==> src/lbsi_consts.svh <==
/*
 constants for the loop, branch and software interrupt execution unit.
 assumes inclusion by bare name from the execution unit file.
*/
`ifndef LBSI_CONSTS_SVH
`define LBSI_CONSTS_SVH
`define LBSI_VEC_OVERFLOW   8'h04
`define LBSI_VEC_RANGE      8'h05
`define LBSI_VEC_INVALID    8'h06
`define LBSI_ITEM_BYTES_64  8'h08
`define LBSI_ITEM_BYTES_32  8'h04
`define LBSI_ITEM_BYTES_16  8'h02
`define LBSI_FLAGS_RESET    64'h0000_0000_0000_0002
`define LBSI_ZERO_FLAG_BIT  6
`define LBSI_OVF_FLAG_BIT   11
`endif

==> src/lbsi_pkg.sv <==
/*
 types shared by the loop, branch and software interrupt unit.
 assumes lbsi_consts.svh is on the include path.
*/
package lbsi_pkg;
   typedef enum logic [3:0] {
      LBSI_OP_NONE,
      LBSI_OP_LOOP,
      LBSI_OP_LOOP_EQ,
      LBSI_OP_LOOP_NE,
      LBSI_OP_JCOUNT_EMPTY,
      LBSI_OP_JCC,
      LBSI_OP_BRANCH_REL,
      LBSI_OP_BRANCH_IND,
      LBSI_OP_CALL_REL,
      LBSI_OP_PROC_EXIT,
      LBSI_OP_SOFT_INT,
      LBSI_OP_TRAP_OVF,
      LBSI_OP_RANGE_CHK,
      LBSI_OP_INT_RETURN
   } lbsi_op_e;

   typedef enum logic [1:0] {
      LBSI_ASZ_16,
      LBSI_ASZ_32,
      LBSI_ASZ_64
   } lbsi_asz_e;

   typedef enum logic [1:0] {
      LBSI_MODE_LEGACY,
      LBSI_MODE_COMPAT,
      LBSI_MODE_64
   } lbsi_mode_e;
endpackage

==> src/lbsi_count_unit.sv <==
/*
 count register decrement and zero test at the selected address size.
 assumes a purely combinational use from the execution unit.
*/
module lbsi_count_unit
   import lbsi_pkg::*;
(
   input  wire logic [63:0] count_in,
   input  wire lbsi_asz_e   asz,
   input  wire logic        dec_en,
   output logic      [63:0] count_out,
   output logic             zero_before,
   output logic             zero_after
);
   logic [63:0] dec_full;

   // wraps to ones
   assign dec_full = count_in - 64'h1;

   // size selects register
   always_comb begin
      count_out   = count_in;
      zero_before = 1'b0;
      zero_after  = 1'b0;
      case (asz)
         LBSI_ASZ_16: begin
            if (dec_en) count_out = {count_in[63:16], dec_full[15:0]};
            zero_before = (count_in[15:0] == 16'h0);
            zero_after  = (count_out[15:0] == 16'h0);
         end
         LBSI_ASZ_32: begin
            // upper half cleared on a 32-bit register write, as in 64-bit cores
            if (dec_en) count_out = {32'h0, dec_full[31:0]};
            zero_before = (count_in[31:0] == 32'h0);
            zero_after  = (count_out[31:0] == 32'h0);
         end
         default: begin
            if (dec_en) count_out = dec_full;
            zero_before = (count_in == 64'h0);
            zero_after  = (count_out == 64'h0);
         end
      endcase
   end
endmodule

==> src/lbsi_exec.sv <==
/*
 execution unit for counted loops, count-empty branches, near branch sizing,
 software interrupts, overflow trap, range check and interrupt return.
 assumes decoded instructions arrive one per cycle on issue_valid, with
 operands and stack words already fetched by the core, all on clk.
*/
`include "lbsi_consts.svh"

// Summary of operation
// loop decrements count, branches if nonzero
// zero count after decrement falls through
// zero count wraps to all ones
// equal variant needs nonzero count, zero set
// unequal variant needs nonzero count, zero clear
// alias names decode to same operation
// 32-bit empty branch tests count, no decrement
// 16-bit empty branch tests 16-bit count
// 64-bit mode near branches use 64 bits
// 64-bit mode pointer, stack, indirect widths
// displacement stays 32 bits, address unforced
// address size picks count register width
// soft interrupt raises encoded vector
// interrupt saves flags and return pointer
// interrupt return pops pointer like exit
// overflow trap only when flag set
// range check faults outside bounds
// 64-bit mode eight-byte items, always pop stack
// range check invalid in 64-bit mode
// compat mode pops stack on privilege change
// interrupt return restores flags word
// conditional branches relative, never far
// loops and empty branches keep flags
module lbsi_exec
   import lbsi_pkg::*;
(
   input  wire logic        clk,
   input  wire logic        rstn,
   input  wire logic        issue_valid,
   input  wire lbsi_op_e    issue_op,
   input  wire lbsi_mode_e  cpu_mode,
   input  wire logic        addr_override,
   input  wire logic        addr_16,
   input  wire logic        opsize_16,
   input  wire logic [31:0] rel_disp,
   input  wire logic [63:0] next_ip,
   input  wire logic [63:0] ind_target,
   input  wire logic        cond_true,
   input  wire logic [63:0] count_reg_64,
   input  wire logic [63:0] flags_word,
   input  wire logic [63:0] stack_pointer_64,
   input  wire logic [7:0]  vector_in,
   input  wire logic [63:0] pop_ip,
   input  wire logic [63:0] pop_flags,
   input  wire logic [1:0]  pop_privilege,
   input  wire logic [1:0]  current_privilege,
   input  wire logic [63:0] range_value,
   input  wire logic [63:0] range_lower,
   input  wire logic [63:0] range_upper,
   output logic             done_q,
   output logic             branch_taken_q,
   output logic [63:0]      instr_pointer_64_q,
   output logic             count_we_q,
   output logic [63:0]      count_out_q,
   output logic             flags_we_q,
   output logic [63:0]      flags_out_q,
   output logic             raise_q,
   output logic [7:0]       raise_vector_q,
   output logic             push_ip_flags_q,
   output logic             pop_ss_sp_q,
   output logic [7:0]       item_bytes_q,
   output logic [63:0]      stack_pointer_q
);
   lbsi_asz_e   asz;
   logic [63:0] cnt_next;
   logic        cnt_zero_before;
   logic        cnt_zero_after;
   logic        is_loop;
   logic        zero_flag;
   logic        overflow_flag;
   logic        mode64;
   logic        loop_go;
   logic        take;
   logic [63:0] rel_target;
   logic [63:0] target;
   logic [7:0]  item_bytes;
   logic        range_fault;
   logic        raise;
   logic [7:0]  raise_vec;
   logic        pop_ss;
   logic [63:0] sp_after;

   function automatic logic [63:0] lbsi_trunc_ip(input logic [63:0] ip,
                                                 input logic        m64,
                                                 input logic        o16);
      if (m64)
         lbsi_trunc_ip = ip;
      else if (o16)
         lbsi_trunc_ip = {48'h0, ip[15:0]};
      else
         lbsi_trunc_ip = {32'h0, ip[31:0]};
   endfunction

   function automatic logic lbsi_slt(input logic [63:0] a, input logic [63:0] b);
      lbsi_slt = $signed(a) < $signed(b);
   endfunction

   assign mode64 = (cpu_mode == LBSI_MODE_64);
   assign zero_flag     = flags_word[`LBSI_ZERO_FLAG_BIT];
   assign overflow_flag = flags_word[`LBSI_OVF_FLAG_BIT];

   // R12 64-bit mode: default 64, prefix gives 32; else 32, addr_16 gives 16
   assign asz = lbsi_asz_e'(mode64 ? (addr_override ? LBSI_ASZ_32 : LBSI_ASZ_64)
                                   : (addr_16 ? LBSI_ASZ_16 : LBSI_ASZ_32));

   // aliases share one op
   assign is_loop = (issue_op == LBSI_OP_LOOP) || (issue_op == LBSI_OP_LOOP_EQ)
                  || (issue_op == LBSI_OP_LOOP_NE);

   // decrement before test
   lbsi_count_unit u_count (
      .count_in    (count_reg_64),
      .asz         (asz),
      .dec_en      (is_loop),
      .count_out   (cnt_next),
      .zero_before (cnt_zero_before),
      .zero_after  (cnt_zero_after)
   );

   // loop exit terms
   assign loop_go = !cnt_zero_after &&
                    ((issue_op == LBSI_OP_LOOP) ||
                     (issue_op == LBSI_OP_LOOP_EQ && zero_flag) ||
                     (issue_op == LBSI_OP_LOOP_NE && !zero_flag));

   // empty test, no decrement
   // conditional targets stay relative
   always_comb begin
      take = 1'b0;
      case (issue_op)
         LBSI_OP_LOOP, LBSI_OP_LOOP_EQ, LBSI_OP_LOOP_NE: take = loop_go;
         LBSI_OP_JCOUNT_EMPTY: take = cnt_zero_before;
         LBSI_OP_JCC:          take = cond_true;
         LBSI_OP_BRANCH_REL, LBSI_OP_BRANCH_IND, LBSI_OP_CALL_REL,
         LBSI_OP_PROC_EXIT, LBSI_OP_INT_RETURN: take = 1'b1;
         default:              take = 1'b0;
      endcase
   end

   // sign-extended 32-bit displacement
   assign rel_target = next_ip + {{32{rel_disp[31]}}, rel_disp};

   // R10 64-bit pointer in 64-bit mode
   // return pointer popped as exit
   assign target = lbsi_trunc_ip(
      (issue_op == LBSI_OP_BRANCH_IND) ? ind_target :
      ((issue_op == LBSI_OP_PROC_EXIT) || (issue_op == LBSI_OP_INT_RETURN)) ? pop_ip :
      rel_target, mode64, opsize_16);

   // stack item width
   assign item_bytes = mode64 ? `LBSI_ITEM_BYTES_64 :
                       (opsize_16 ? `LBSI_ITEM_BYTES_16 : `LBSI_ITEM_BYTES_32);

   // signed bounds compare
   assign range_fault = lbsi_slt(range_value, range_lower) ||
                        lbsi_slt(range_upper, range_value);

   // exception selection
   always_comb begin
      raise     = 1'b0;
      raise_vec = 8'h00;
      case (issue_op)
         LBSI_OP_SOFT_INT: begin
            raise     = 1'b1;
            raise_vec = vector_in;
         end
         LBSI_OP_TRAP_OVF: begin
            raise     = overflow_flag;
            raise_vec = `LBSI_VEC_OVERFLOW;
         end
         LBSI_OP_RANGE_CHK: begin
            if (mode64) begin
               raise     = 1'b1;
               raise_vec = `LBSI_VEC_INVALID;
            end else begin
               raise     = range_fault;
               raise_vec = `LBSI_VEC_RANGE;
            end
         end
         default: begin
            raise     = 1'b0;
            raise_vec = 8'h00;
         end
      endcase
   end

   // stack segment and pointer pop
   assign pop_ss = (issue_op == LBSI_OP_INT_RETURN) &&
                   (mode64 || (pop_privilege != current_privilege));

   // three items for pointer, segment and flags; two more when ss:sp pops
   assign sp_after = (issue_op == LBSI_OP_CALL_REL) ?
                        stack_pointer_64 - {56'h0, item_bytes} :
                     (issue_op == LBSI_OP_PROC_EXIT) ?
                        stack_pointer_64 + {56'h0, item_bytes} :
                     (issue_op == LBSI_OP_INT_RETURN) ?
                        stack_pointer_64 + ({56'h0, item_bytes} *
                                            (pop_ss ? 64'h5 : 64'h3)) :
                        stack_pointer_64;

   logic        int_return_op;
   logic        done_d;
   logic        branch_taken_d;
   logic [63:0] instr_pointer_64_d;
   logic        count_we_d;
   logic [63:0] count_out_d;
   logic        flags_we_d;
   logic [63:0] flags_out_d;
   logic        raise_d;
   logic [7:0]  raise_vector_d;
   logic        push_ip_flags_d;
   logic        pop_ss_sp_d;
   logic [7:0]  item_bytes_d;
   logic [63:0] stack_pointer_d;

   assign int_return_op = (issue_op == LBSI_OP_INT_RETURN);

   // data outputs follow every cycle; the strobes and the stack pointer update wait for issue_valid
   assign done_d             = issue_valid;
   assign branch_taken_d     = issue_valid && take;
   // not taken still truncates the sequential pointer to the operand size
   assign instr_pointer_64_d = branch_taken_d ? target
                                              : lbsi_trunc_ip(next_ip, mode64, opsize_16);
   assign count_we_d         = issue_valid && is_loop;
   assign count_out_d        = cnt_next;
   // loops never write flags
   // flags restored on return
   assign flags_we_d         = issue_valid && int_return_op;
   assign flags_out_d        = flags_we_d ? pop_flags : flags_word;
   assign raise_d            = issue_valid && raise;
   assign raise_vector_d     = raise_vec;
   // flags and pointer saved
   assign push_ip_flags_d    = raise_d;
   assign pop_ss_sp_d        = issue_valid && pop_ss;
   assign item_bytes_d       = item_bytes;
   assign stack_pointer_d    = issue_valid ? sp_after : stack_pointer_64;

   always_ff @(posedge clk) begin
      if (!rstn) begin
         done_q             <= 1'b0;
         branch_taken_q     <= 1'b0;
         instr_pointer_64_q <= 64'h0;
      end else begin
         done_q             <= done_d;
         branch_taken_q     <= branch_taken_d;
         instr_pointer_64_q <= instr_pointer_64_d;
      end
   end

   always_ff @(posedge clk) begin
      if (!rstn) begin
         count_we_q  <= 1'b0;
         count_out_q <= 64'h0;
      end else begin
         count_we_q  <= count_we_d;
         count_out_q <= count_out_d;
      end
   end

   always_ff @(posedge clk) begin
      if (!rstn) begin
         flags_we_q  <= 1'b0;
         flags_out_q <= `LBSI_FLAGS_RESET;
      end else begin
         flags_we_q  <= flags_we_d;
         flags_out_q <= flags_out_d;
      end
   end

   always_ff @(posedge clk) begin
      if (!rstn) begin
         raise_q         <= 1'b0;
         raise_vector_q  <= 8'h00;
         push_ip_flags_q <= 1'b0;
      end else begin
         raise_q         <= raise_d;
         raise_vector_q  <= raise_vector_d;
         push_ip_flags_q <= push_ip_flags_d;
      end
   end

   always_ff @(posedge clk) begin
      if (!rstn) begin
         pop_ss_sp_q  <= 1'b0;
         item_bytes_q <= `LBSI_ITEM_BYTES_32;
      end else begin
         pop_ss_sp_q  <= pop_ss_sp_d;
         item_bytes_q <= item_bytes_d;
      end
   end

   always_ff @(posedge clk) begin
      if (!rstn) begin
         stack_pointer_q <= 64'h0;
      end else begin
         stack_pointer_q <= stack_pointer_d;
      end
   end
endmodule

==> config.mk <==
export PLATFORM = sky130hd
export DESIGN_NAME = lbsi_exec
export DESIGN_NICKNAME = d
export VERILOG_FILES = /design/src/lbsi_pkg.sv /design/src/lbsi_count_unit.sv /design/src/lbsi_exec.sv
export VERILOG_INCLUDE_DIRS = /design/src /design/src/src
export SDC_FILE = /design/constraint.sdc
export NUM_CORES = 1
export LEC_CHECK = 0
export ABC_AREA = 1
export BUFFER_PORTS_ARGS = -buffer_cell sky130_fd_sc_hd__buf_2
export CAP_MARGIN = 20
export CORE_AREA = 10 10 369 371
export DETAILED_ROUTE_END_ITERATION = 7
export DIE_AREA = 0 0 379 381
export PLACE_DENSITY = 0.47
export SLEW_MARGIN = 20
export SYNTH_ARGS = -nofsm -noshare
export SYNTH_HDL_FRONTEND = slang
export SYNTH_HIERARCHICAL = 1
export SYNTH_SLANG_ARGS = --single-unit
export TNS_END_PERCENT = 10
==> constraint.sdc <==
create_clock -name clk -period 4.8 [get_ports clk]
set_clock_uncertainty 0.05 [all_clocks]
set_input_delay 0.48 -clock clk [delete_from_list [all_inputs] [get_ports clk]]
set_output_delay 0.48 -clock clk [all_outputs]
set_load 0.03 [all_outputs]
### After elaboration in Yosys (flattened, before gate mapping)

Cells that the tools add are included.

| word-level totals | value |
|---|---|
| bits in registers | 278 |
| latch bits | 0 |
| bits in writable memories | 0 |
| memory bits (read-only) | 0 |
| input port bits | 697 |
| output and inout port bits | 279 |
| word-level logic and storage cells | 96 |
| memories | 0 |

| operators by class | value |
|---|---|
| add/sub/neg operators | 5 |
| $mul | 1 |
| divide/modulo/power cells | 0 |
| magnitude comparators | 2 |
| equal/unequal tests | 16 |
| shift operators | 0 |
| multiplexer cells | 32 |
| bitwise gates (word level) | 0 |
| reductions and logical operators | 28 |

Operators with widths:

| operator | number |
|---|---|
| $mux W64 | 15 |
| $logic_not A64 Y1 | 2 |
| $lt A64 B64 Y1 | 2 |
| $pmux W64 S2 | 1 |
| $add A64 B4 Y64 | 1 |
| $add A64 B64 Y64 | 1 |
| $add A64 B7 Y64 | 1 |
| $logic_not A32 Y1 | 2 |
| $mux W32 | 2 |
| $sub A64 B1 Y64 const B | 1 |
| $sub A64 B4 Y64 | 1 |
| $logic_not A16 Y1 | 2 |
| $eq A4 B4 Y1 const B | 6 |
| $pmux W8 S3 | 1 |
| $eq A4 B3 Y1 const B | 4 |
| $mux W16 | 1 |
| $logic_and A1 B1 Y1 | 9 |
| $eq A4 B2 Y1 const B | 2 |
| $logic_or A1 B1 Y1 | 7 |
| $mul A4 B3 Y7 | 1 |
| $mux W2 | 3 |
| $mux W3 | 2 |
| $reduce_or A5 Y1 | 1 |
| $eq A4 B1 Y1 const B | 1 |
| other kinds (12) | 15 |

### Depth between registers and ports, before layout

| depth | value |
|---|---|
| depth after elaboration | 12 |
| mapped depth | 31 |
| mapped depth without buffers | 29 |

### By module

Netlist, hierarchy kept.

By module, submodules not included:

| module | instances | cells each | area an instance (µm²) | sequential area each (µm²) |
|---|---|---|---|---|
| lbsi_exec | 1 | 3615 | 22112.5 | 5465.2 |
| lbsi_count_unit | 1 | 724 | 3305.7 | 0.0 |

### Worst setup path after synthesis

OpenSTA, ideal clock, no wires.

| timing | value |
|---|---|
| path type | input to register |
| from | input cpu_mode[1] |
| to | register stack_pointer_q[58] |
| setup time | 0.119 ns |
| arrival time | 4.119 ns |
| data required time | 4.631 ns |
| path slack | 0.511 ns |
| stages | 20 |
| path buffers | 0 |
| cells stage by stage | inv_1 > nor2_1 > inv_1 > a31oi_1 > a21oi_1 > o21ai_0 > inv_1 > ha_1 > fa_1 > inv_1 > fa_1 > o21ai_0 > a21oi_1 > nand3b_1 > o21ai_4 > nand2_1 > o21ai_0 > nand3_1 > o21ai_0 > a21oi_1 |

| on the way | value |
|---|---|
| elaborated cells on any way between the ends | 13 |
| classes of those cells | add/sub (3); mul (1); eq/ne (1); mux (6); reduce/logical (2) |

RTL lines:

| what | line | RTL |
|---|---|---|
| start, declared | lbsi_exec.sv:40 | `input wire lbsi_mode_e cpu_mode,` |
| $eq A2 B2 Y1 (*) | lbsi_exec.sv:107 | `assign mode64 = (cpu_mode == LBSI_MODE_64);` |
| $mux W4 (*) | lbsi_exec.sv:160 | `` assign item_bytes = mode64 ? `LBSI_ITEM_BYTES_64 : `` |
| via item_bytes[3] | lbsi_exec.sv:85 | `logic [7:0] item_bytes;` |
| $mul A4 B3 Y7 | lbsi_exec.sv:206 | `stack_pointer_64 + ({56'h0, item_bytes} *` |
| $add A64 B7 Y64 | lbsi_exec.sv:206 |  |
| $mux W64 | lbsi_exec.sv:205 | `(issue_op == LBSI_OP_INT_RETURN) ?` |
| $mux W64 | lbsi_exec.sv:203 | `(issue_op == LBSI_OP_PROC_EXIT) ?` |
| $mux W64 (*) | lbsi_exec.sv:201 | `assign sp_after = (issue_op == LBSI_OP_CALL_REL) ?` |
| $mux W64 (*) | lbsi_exec.sv:245 | `assign stack_pointer_d = issue_valid ? sp_after : stack_pointer_64;` |
| end signal, assigned | lbsi_exec.sv:305 | `stack_pointer_q <= stack_pointer_d;` |
| end, declared | lbsi_exec.sv:71 | `output logic [63:0] stack_pointer_q` |

The timed path passes the listed nets; every way through them passes the cells marked *.
A chain may end at the register's enable or synchronous reset.

### Worst setup path after layout

| timing | value |
|---|---|
| from | input issue_op[0] |
| to | register stack_pointer_q[54] |

| on the way | value |
|---|---|
| cells in the longest elaborated chain, start to end | 9 |
| elaborated cells on any way between the ends | 11 |
| classes of those cells | add/sub (1); mul (1); eq/ne (3); mux (5); reduce/logical (1) |

Ends and longest elaborated chain:

| what | line | RTL |
|---|---|---|
| start, declared | lbsi_exec.sv:39 | `input wire lbsi_op_e issue_op,` |
| $eq A4 B4 Y1 | lbsi_exec.sv:197, lbsi_exec.sv:205 |  |
| $logic_and A1 B1 Y1 | lbsi_exec.sv:197 | `assign pop_ss = (issue_op == LBSI_OP_INT_RETURN) &&` |
| $mux W3 | lbsi_exec.sv:207 | `(pop_ss ? 64'h5 : 64'h3)) :` |
| $mul A4 B3 Y7 | lbsi_exec.sv:206 |  |
| $add A64 B7 Y64 | lbsi_exec.sv:206 |  |
| $mux W64 | lbsi_exec.sv:205 |  |
| $mux W64 | lbsi_exec.sv:203 |  |
| $mux W64 (*) | lbsi_exec.sv:201 |  |
| $mux W64 (*) | lbsi_exec.sv:245 |  |

Every way passes the cells marked *; elsewhere a longest branch is shown, timed or not.

==> reports/results.ini <==
[global_routing]
grt.met2_usage=0.362
globalRouteOverflowTotal=0
highest_utilization_routing_layer_at_the_global_route_stage=met2
grt_first_pass_wirelength_um=235000
grt_usage=0.223
maximum_number_of_pins_on_one_net_before_global_route_repair=89
global_route.usage.met3=0.0518
global_route.usage.met1=0.295
first_global_vias=31900
grt_antenna_before_repair=63

[cells_and_area]
final_area_mm2=0.0339
fillerInstances=14900
nNetsFinal=6215
final_core_utilization=0.263
ratio_of_cells_with_drive_above_1_in_the_final_layout=0.232
area_growth_pct=33.2

[logic_synthesis]
synth_warnings=6
synth_largest_area_cell=dfxtp_1
synth_most_common_cell=nand2_1
asr_flop_ratio_synth=0
synthTopCellsByArea=dfxtp_1 22%, nand2_1 15%, nor2_1 11%
synth_cell_types=67
synth-main-ff-cell=dfxtp_1
post_synthesis_sequential_area_ratio=0.215
synthesis.instances=4339
count_of_flip_flops_with_a_built_in_enable_after_synthesis=0
post_synth_top_area_share=0.215
number_of_storage_elements_in_the_synthesis_netlist=273
synth.cell_area_mm2=0.0254
synth.top_cells.by_count=1024 x nand2_1, 738 x nor2_1, 625 x inv_1, 324 x a21oi_1, 290 x o21ai_0
post_synth.cell_area_avg_um2=5.86

[die]
fp.dieArea_mm2=0.144
floorplan.die.height_um=381
floorplan.initialDensity=0.197
floorplan.io_pins=976
die_x_um=379
placementRows=132
core-area_mm2=0.129

[route]
via_count=32800
avgRoutedWirePerCell_um=24.3
wirelength_um=171000
avgViaCountPerCell=4.66
postRouteAntennaNets=0
dr.pass1.iters=6
detail_route.iter0.violations=2865
post-route-drc-count=0

[clock_tree]
h-tree-depth=2
clockRootBuffer=clkbuf_16
cts_sinks=273
cts_max_path_buffers=3
cts_tree=yes
tritoncts.num_buffers=38
clk_pin_slew_ns=0.06
cts-resized-gates=0

[power]
switchingPower_w=0.00331
pwr_per_cell_area_mw_per_mm2=248
swShare=0.395
share_comb_of_total_power=0.338
cellLeakagePower_nw=17.8
p_seq_frac=0.293
pwr-share-clk=0.369
internal_power_component_w=0.00507
peakVddDrop_mv=0.220

[sta]
rsz0062_at_grt=false
final_hold_viol_count=0
worst_margin_slew_ns=0.917
setup_viol=0
slew_violations=0
fin_tns_setup_ns=0
slew_headroom=0.386
fmax_ghz=0.239
final_min_period_over_clock_period=0.872
finalWorstPathRequiredPeriod_ns=4.19
hold_ws_ns=0.0408

[hold_path]
timing.hold.worst_path_depth=3
worst_hold_path_type=input pin to flop
hp-start=vector_in[3]
hold_path_end=raise_vector_q[3]$_SDFF_PN0_

[critical_path]
cp-start-kind=input pin
criticalPathCategory=input pin to flop
critical_path_required_ns=5.24
critical_path.endpoint_type=flop
worst-endpoint-arrival_ns=4.63
crit_fanout=4

[placement]
placement.io_buffers=970
place.gp.congestion=0.977
cell_area_after_placement_mm2=0.0325
place.detailed.hpwl_um=148000

[flow_run]
drv.max_cap_violation_count=0

[run_status]
status=complete, no violations

-- layout by cell type, fill, tap and decap left out, types with 6 or more instances in the layout --
cell,instances
o22ai_1,31
nand2_1,1023
clkbuf_16,38
a21oi_1,324
nor2_1,736
o21ai_0,290
xor2_1,35
buf_2,969
buf_4,71
nand3_1,222
nand4_1,70
diode_2,22
fa_1,7
o211ai_1,17
nor2_2,23
inv_1,624
nor2_4,16
nand2_2,13
o21bai_1,13
nand3b_1,20
a21boi_0,8
clkinv_2,6
nor3_1,64
a31oi_1,15
conb_1,6
o21ai_1,18
dfxtp_1,273
xnor2_1,27
nand2_4,6
clkbuf_8,6
inv_2,15
nor4_1,12
or2_2,31
ha_1,205
-- flip-flops by register name, indices dropped and copies added, names as in the netlist --
| name | count |
|---|---|
| instr_pointer_64_q | 64 |
| flags_out_q | 64 |
| flags_we_q | 1 |
| branch_taken_q | 1 |
| pop_ss_sp_q | 1 |
| stack_pointer_q | 64 |
| push_ip_flags_q | 1 |
| count_out_q | 64 |
| done_q | 1 |
| item_bytes_q | 3 |
| raise_vector_q | 8 |
| count_we_q | 1 |
-- logic make-up after synthesis --
group / count (synthesis) / share of synthesized area
XOR/XNOR: 63 / 0.0220
flip-flops: 273 / 0.215
adder cells (fa/ha/maj): 212 / 0.106
other: 2 / 0.000295
AO/OA/AOI/OAI: 755 / 0.161
AND/OR/NAND/NOR: 2259 / 0.376
buffers and inverters: 775 / 0.119
-- routing by layer --
layer	vias up	wire length (µm)	share of wire
met3	222	13400	0.079
met4	44	4310	0.025
met2	1336	76900	0.45
met5	-	292	0.0017
li1	15900	-	-
met1	15300	75700	0.44
-- stage by stage --
stage | std cells | worst slack, ns | total power, W
6_report | 7030 | 0.614 | 0.00838
4_1_cts | 7008 | 0.705 | 0.00847
3_5_place_dp | 6937 | 0.0494 | 0.00532
2_1_floorplan | 4343 | 0.511 | 0.00400
5_1_grt | 7020 | 0.420 | 0.00882
3_3_place_gp | 6937 | 0.113 | 0.00532
-- power by group through the flow --
stage                     registers (W)  clock network (W)  logic, W
after floorplan                 0.00276                  0   0.00124
after global placement          0.00251                  0   0.00281
after detailed placement        0.00251                  0   0.00281
after CTS                       0.00246            0.00319   0.00283
after global routing            0.00247            0.00326   0.00309
final                           0.00246            0.00309   0.00283
-- repair_timing --
item	in CTS	in global routing
hold buffers	4	0
buffers inserted	0	0
hold endpoints to repair	4	0
-- layout make-up --
cell class	instances	area, µm²	share of cell area
Timing Repair Buffer	1049	5510	0.163
Multi-Input combinational cell	3295	17000	0.501
Tap cell	1675	2100	0.0619
Clock inverter	18	253	0.00747
Inverter	649	2450	0.0723
Sequential cell	273	5470	0.161
Antenna cell	22	55.1	0.00163
Clock buffer	49	1050	0.0311
-- how the worst max path moves through the flow --
stage	startpoint	end	slack [ns]	depth (start not counted)
finish	issue_op[0]	stack_pointer_q[54]$_SDFF_PN0_	0.61	24
global route	issue_op[0]	stack_pointer_q[54]$_SDFF_PN0_	0.42	24
CTS	count_reg_64[37]	instr_pointer_64_q[21]$_SDFF_PN0_	0.71	18
detailed placement	issue_op[0]	stack_pointer_q[54]$_SDFF_PN0_	0.05	24
global placement	issue_op[0]	stack_pointer_q[28]$_SDFF_PN0_	0.11	25
floorplan	cpu_mode[1]	stack_pointer_q[58]$_SDFF_PN0_	0.51	20
-- critical path, stage by stage --
cell and delay (ns):
buf_2 0.11, inv_2 0.05, nor2_4 0.09, inv_2 0.08, nor2_4 0.10, inv_2 0.05
a31oi_1 0.18, buf_4 0.23, a21oi_1 0.10, o21ai_0 0.08, inv_1 0.06, ha_1 0.30
fa_1 0.54, inv_1 0.06, fa_1 0.45, o21ai_0 0.23, a21oi_1 0.10, nand3b_1 0.27
o21ai_0 0.28, nand3b_1 0.25, o21ai_0 0.30, nand3_1 0.10, nand2_1 0.07, nor2_1 0.05
Power figures use the tool's default switching activity.
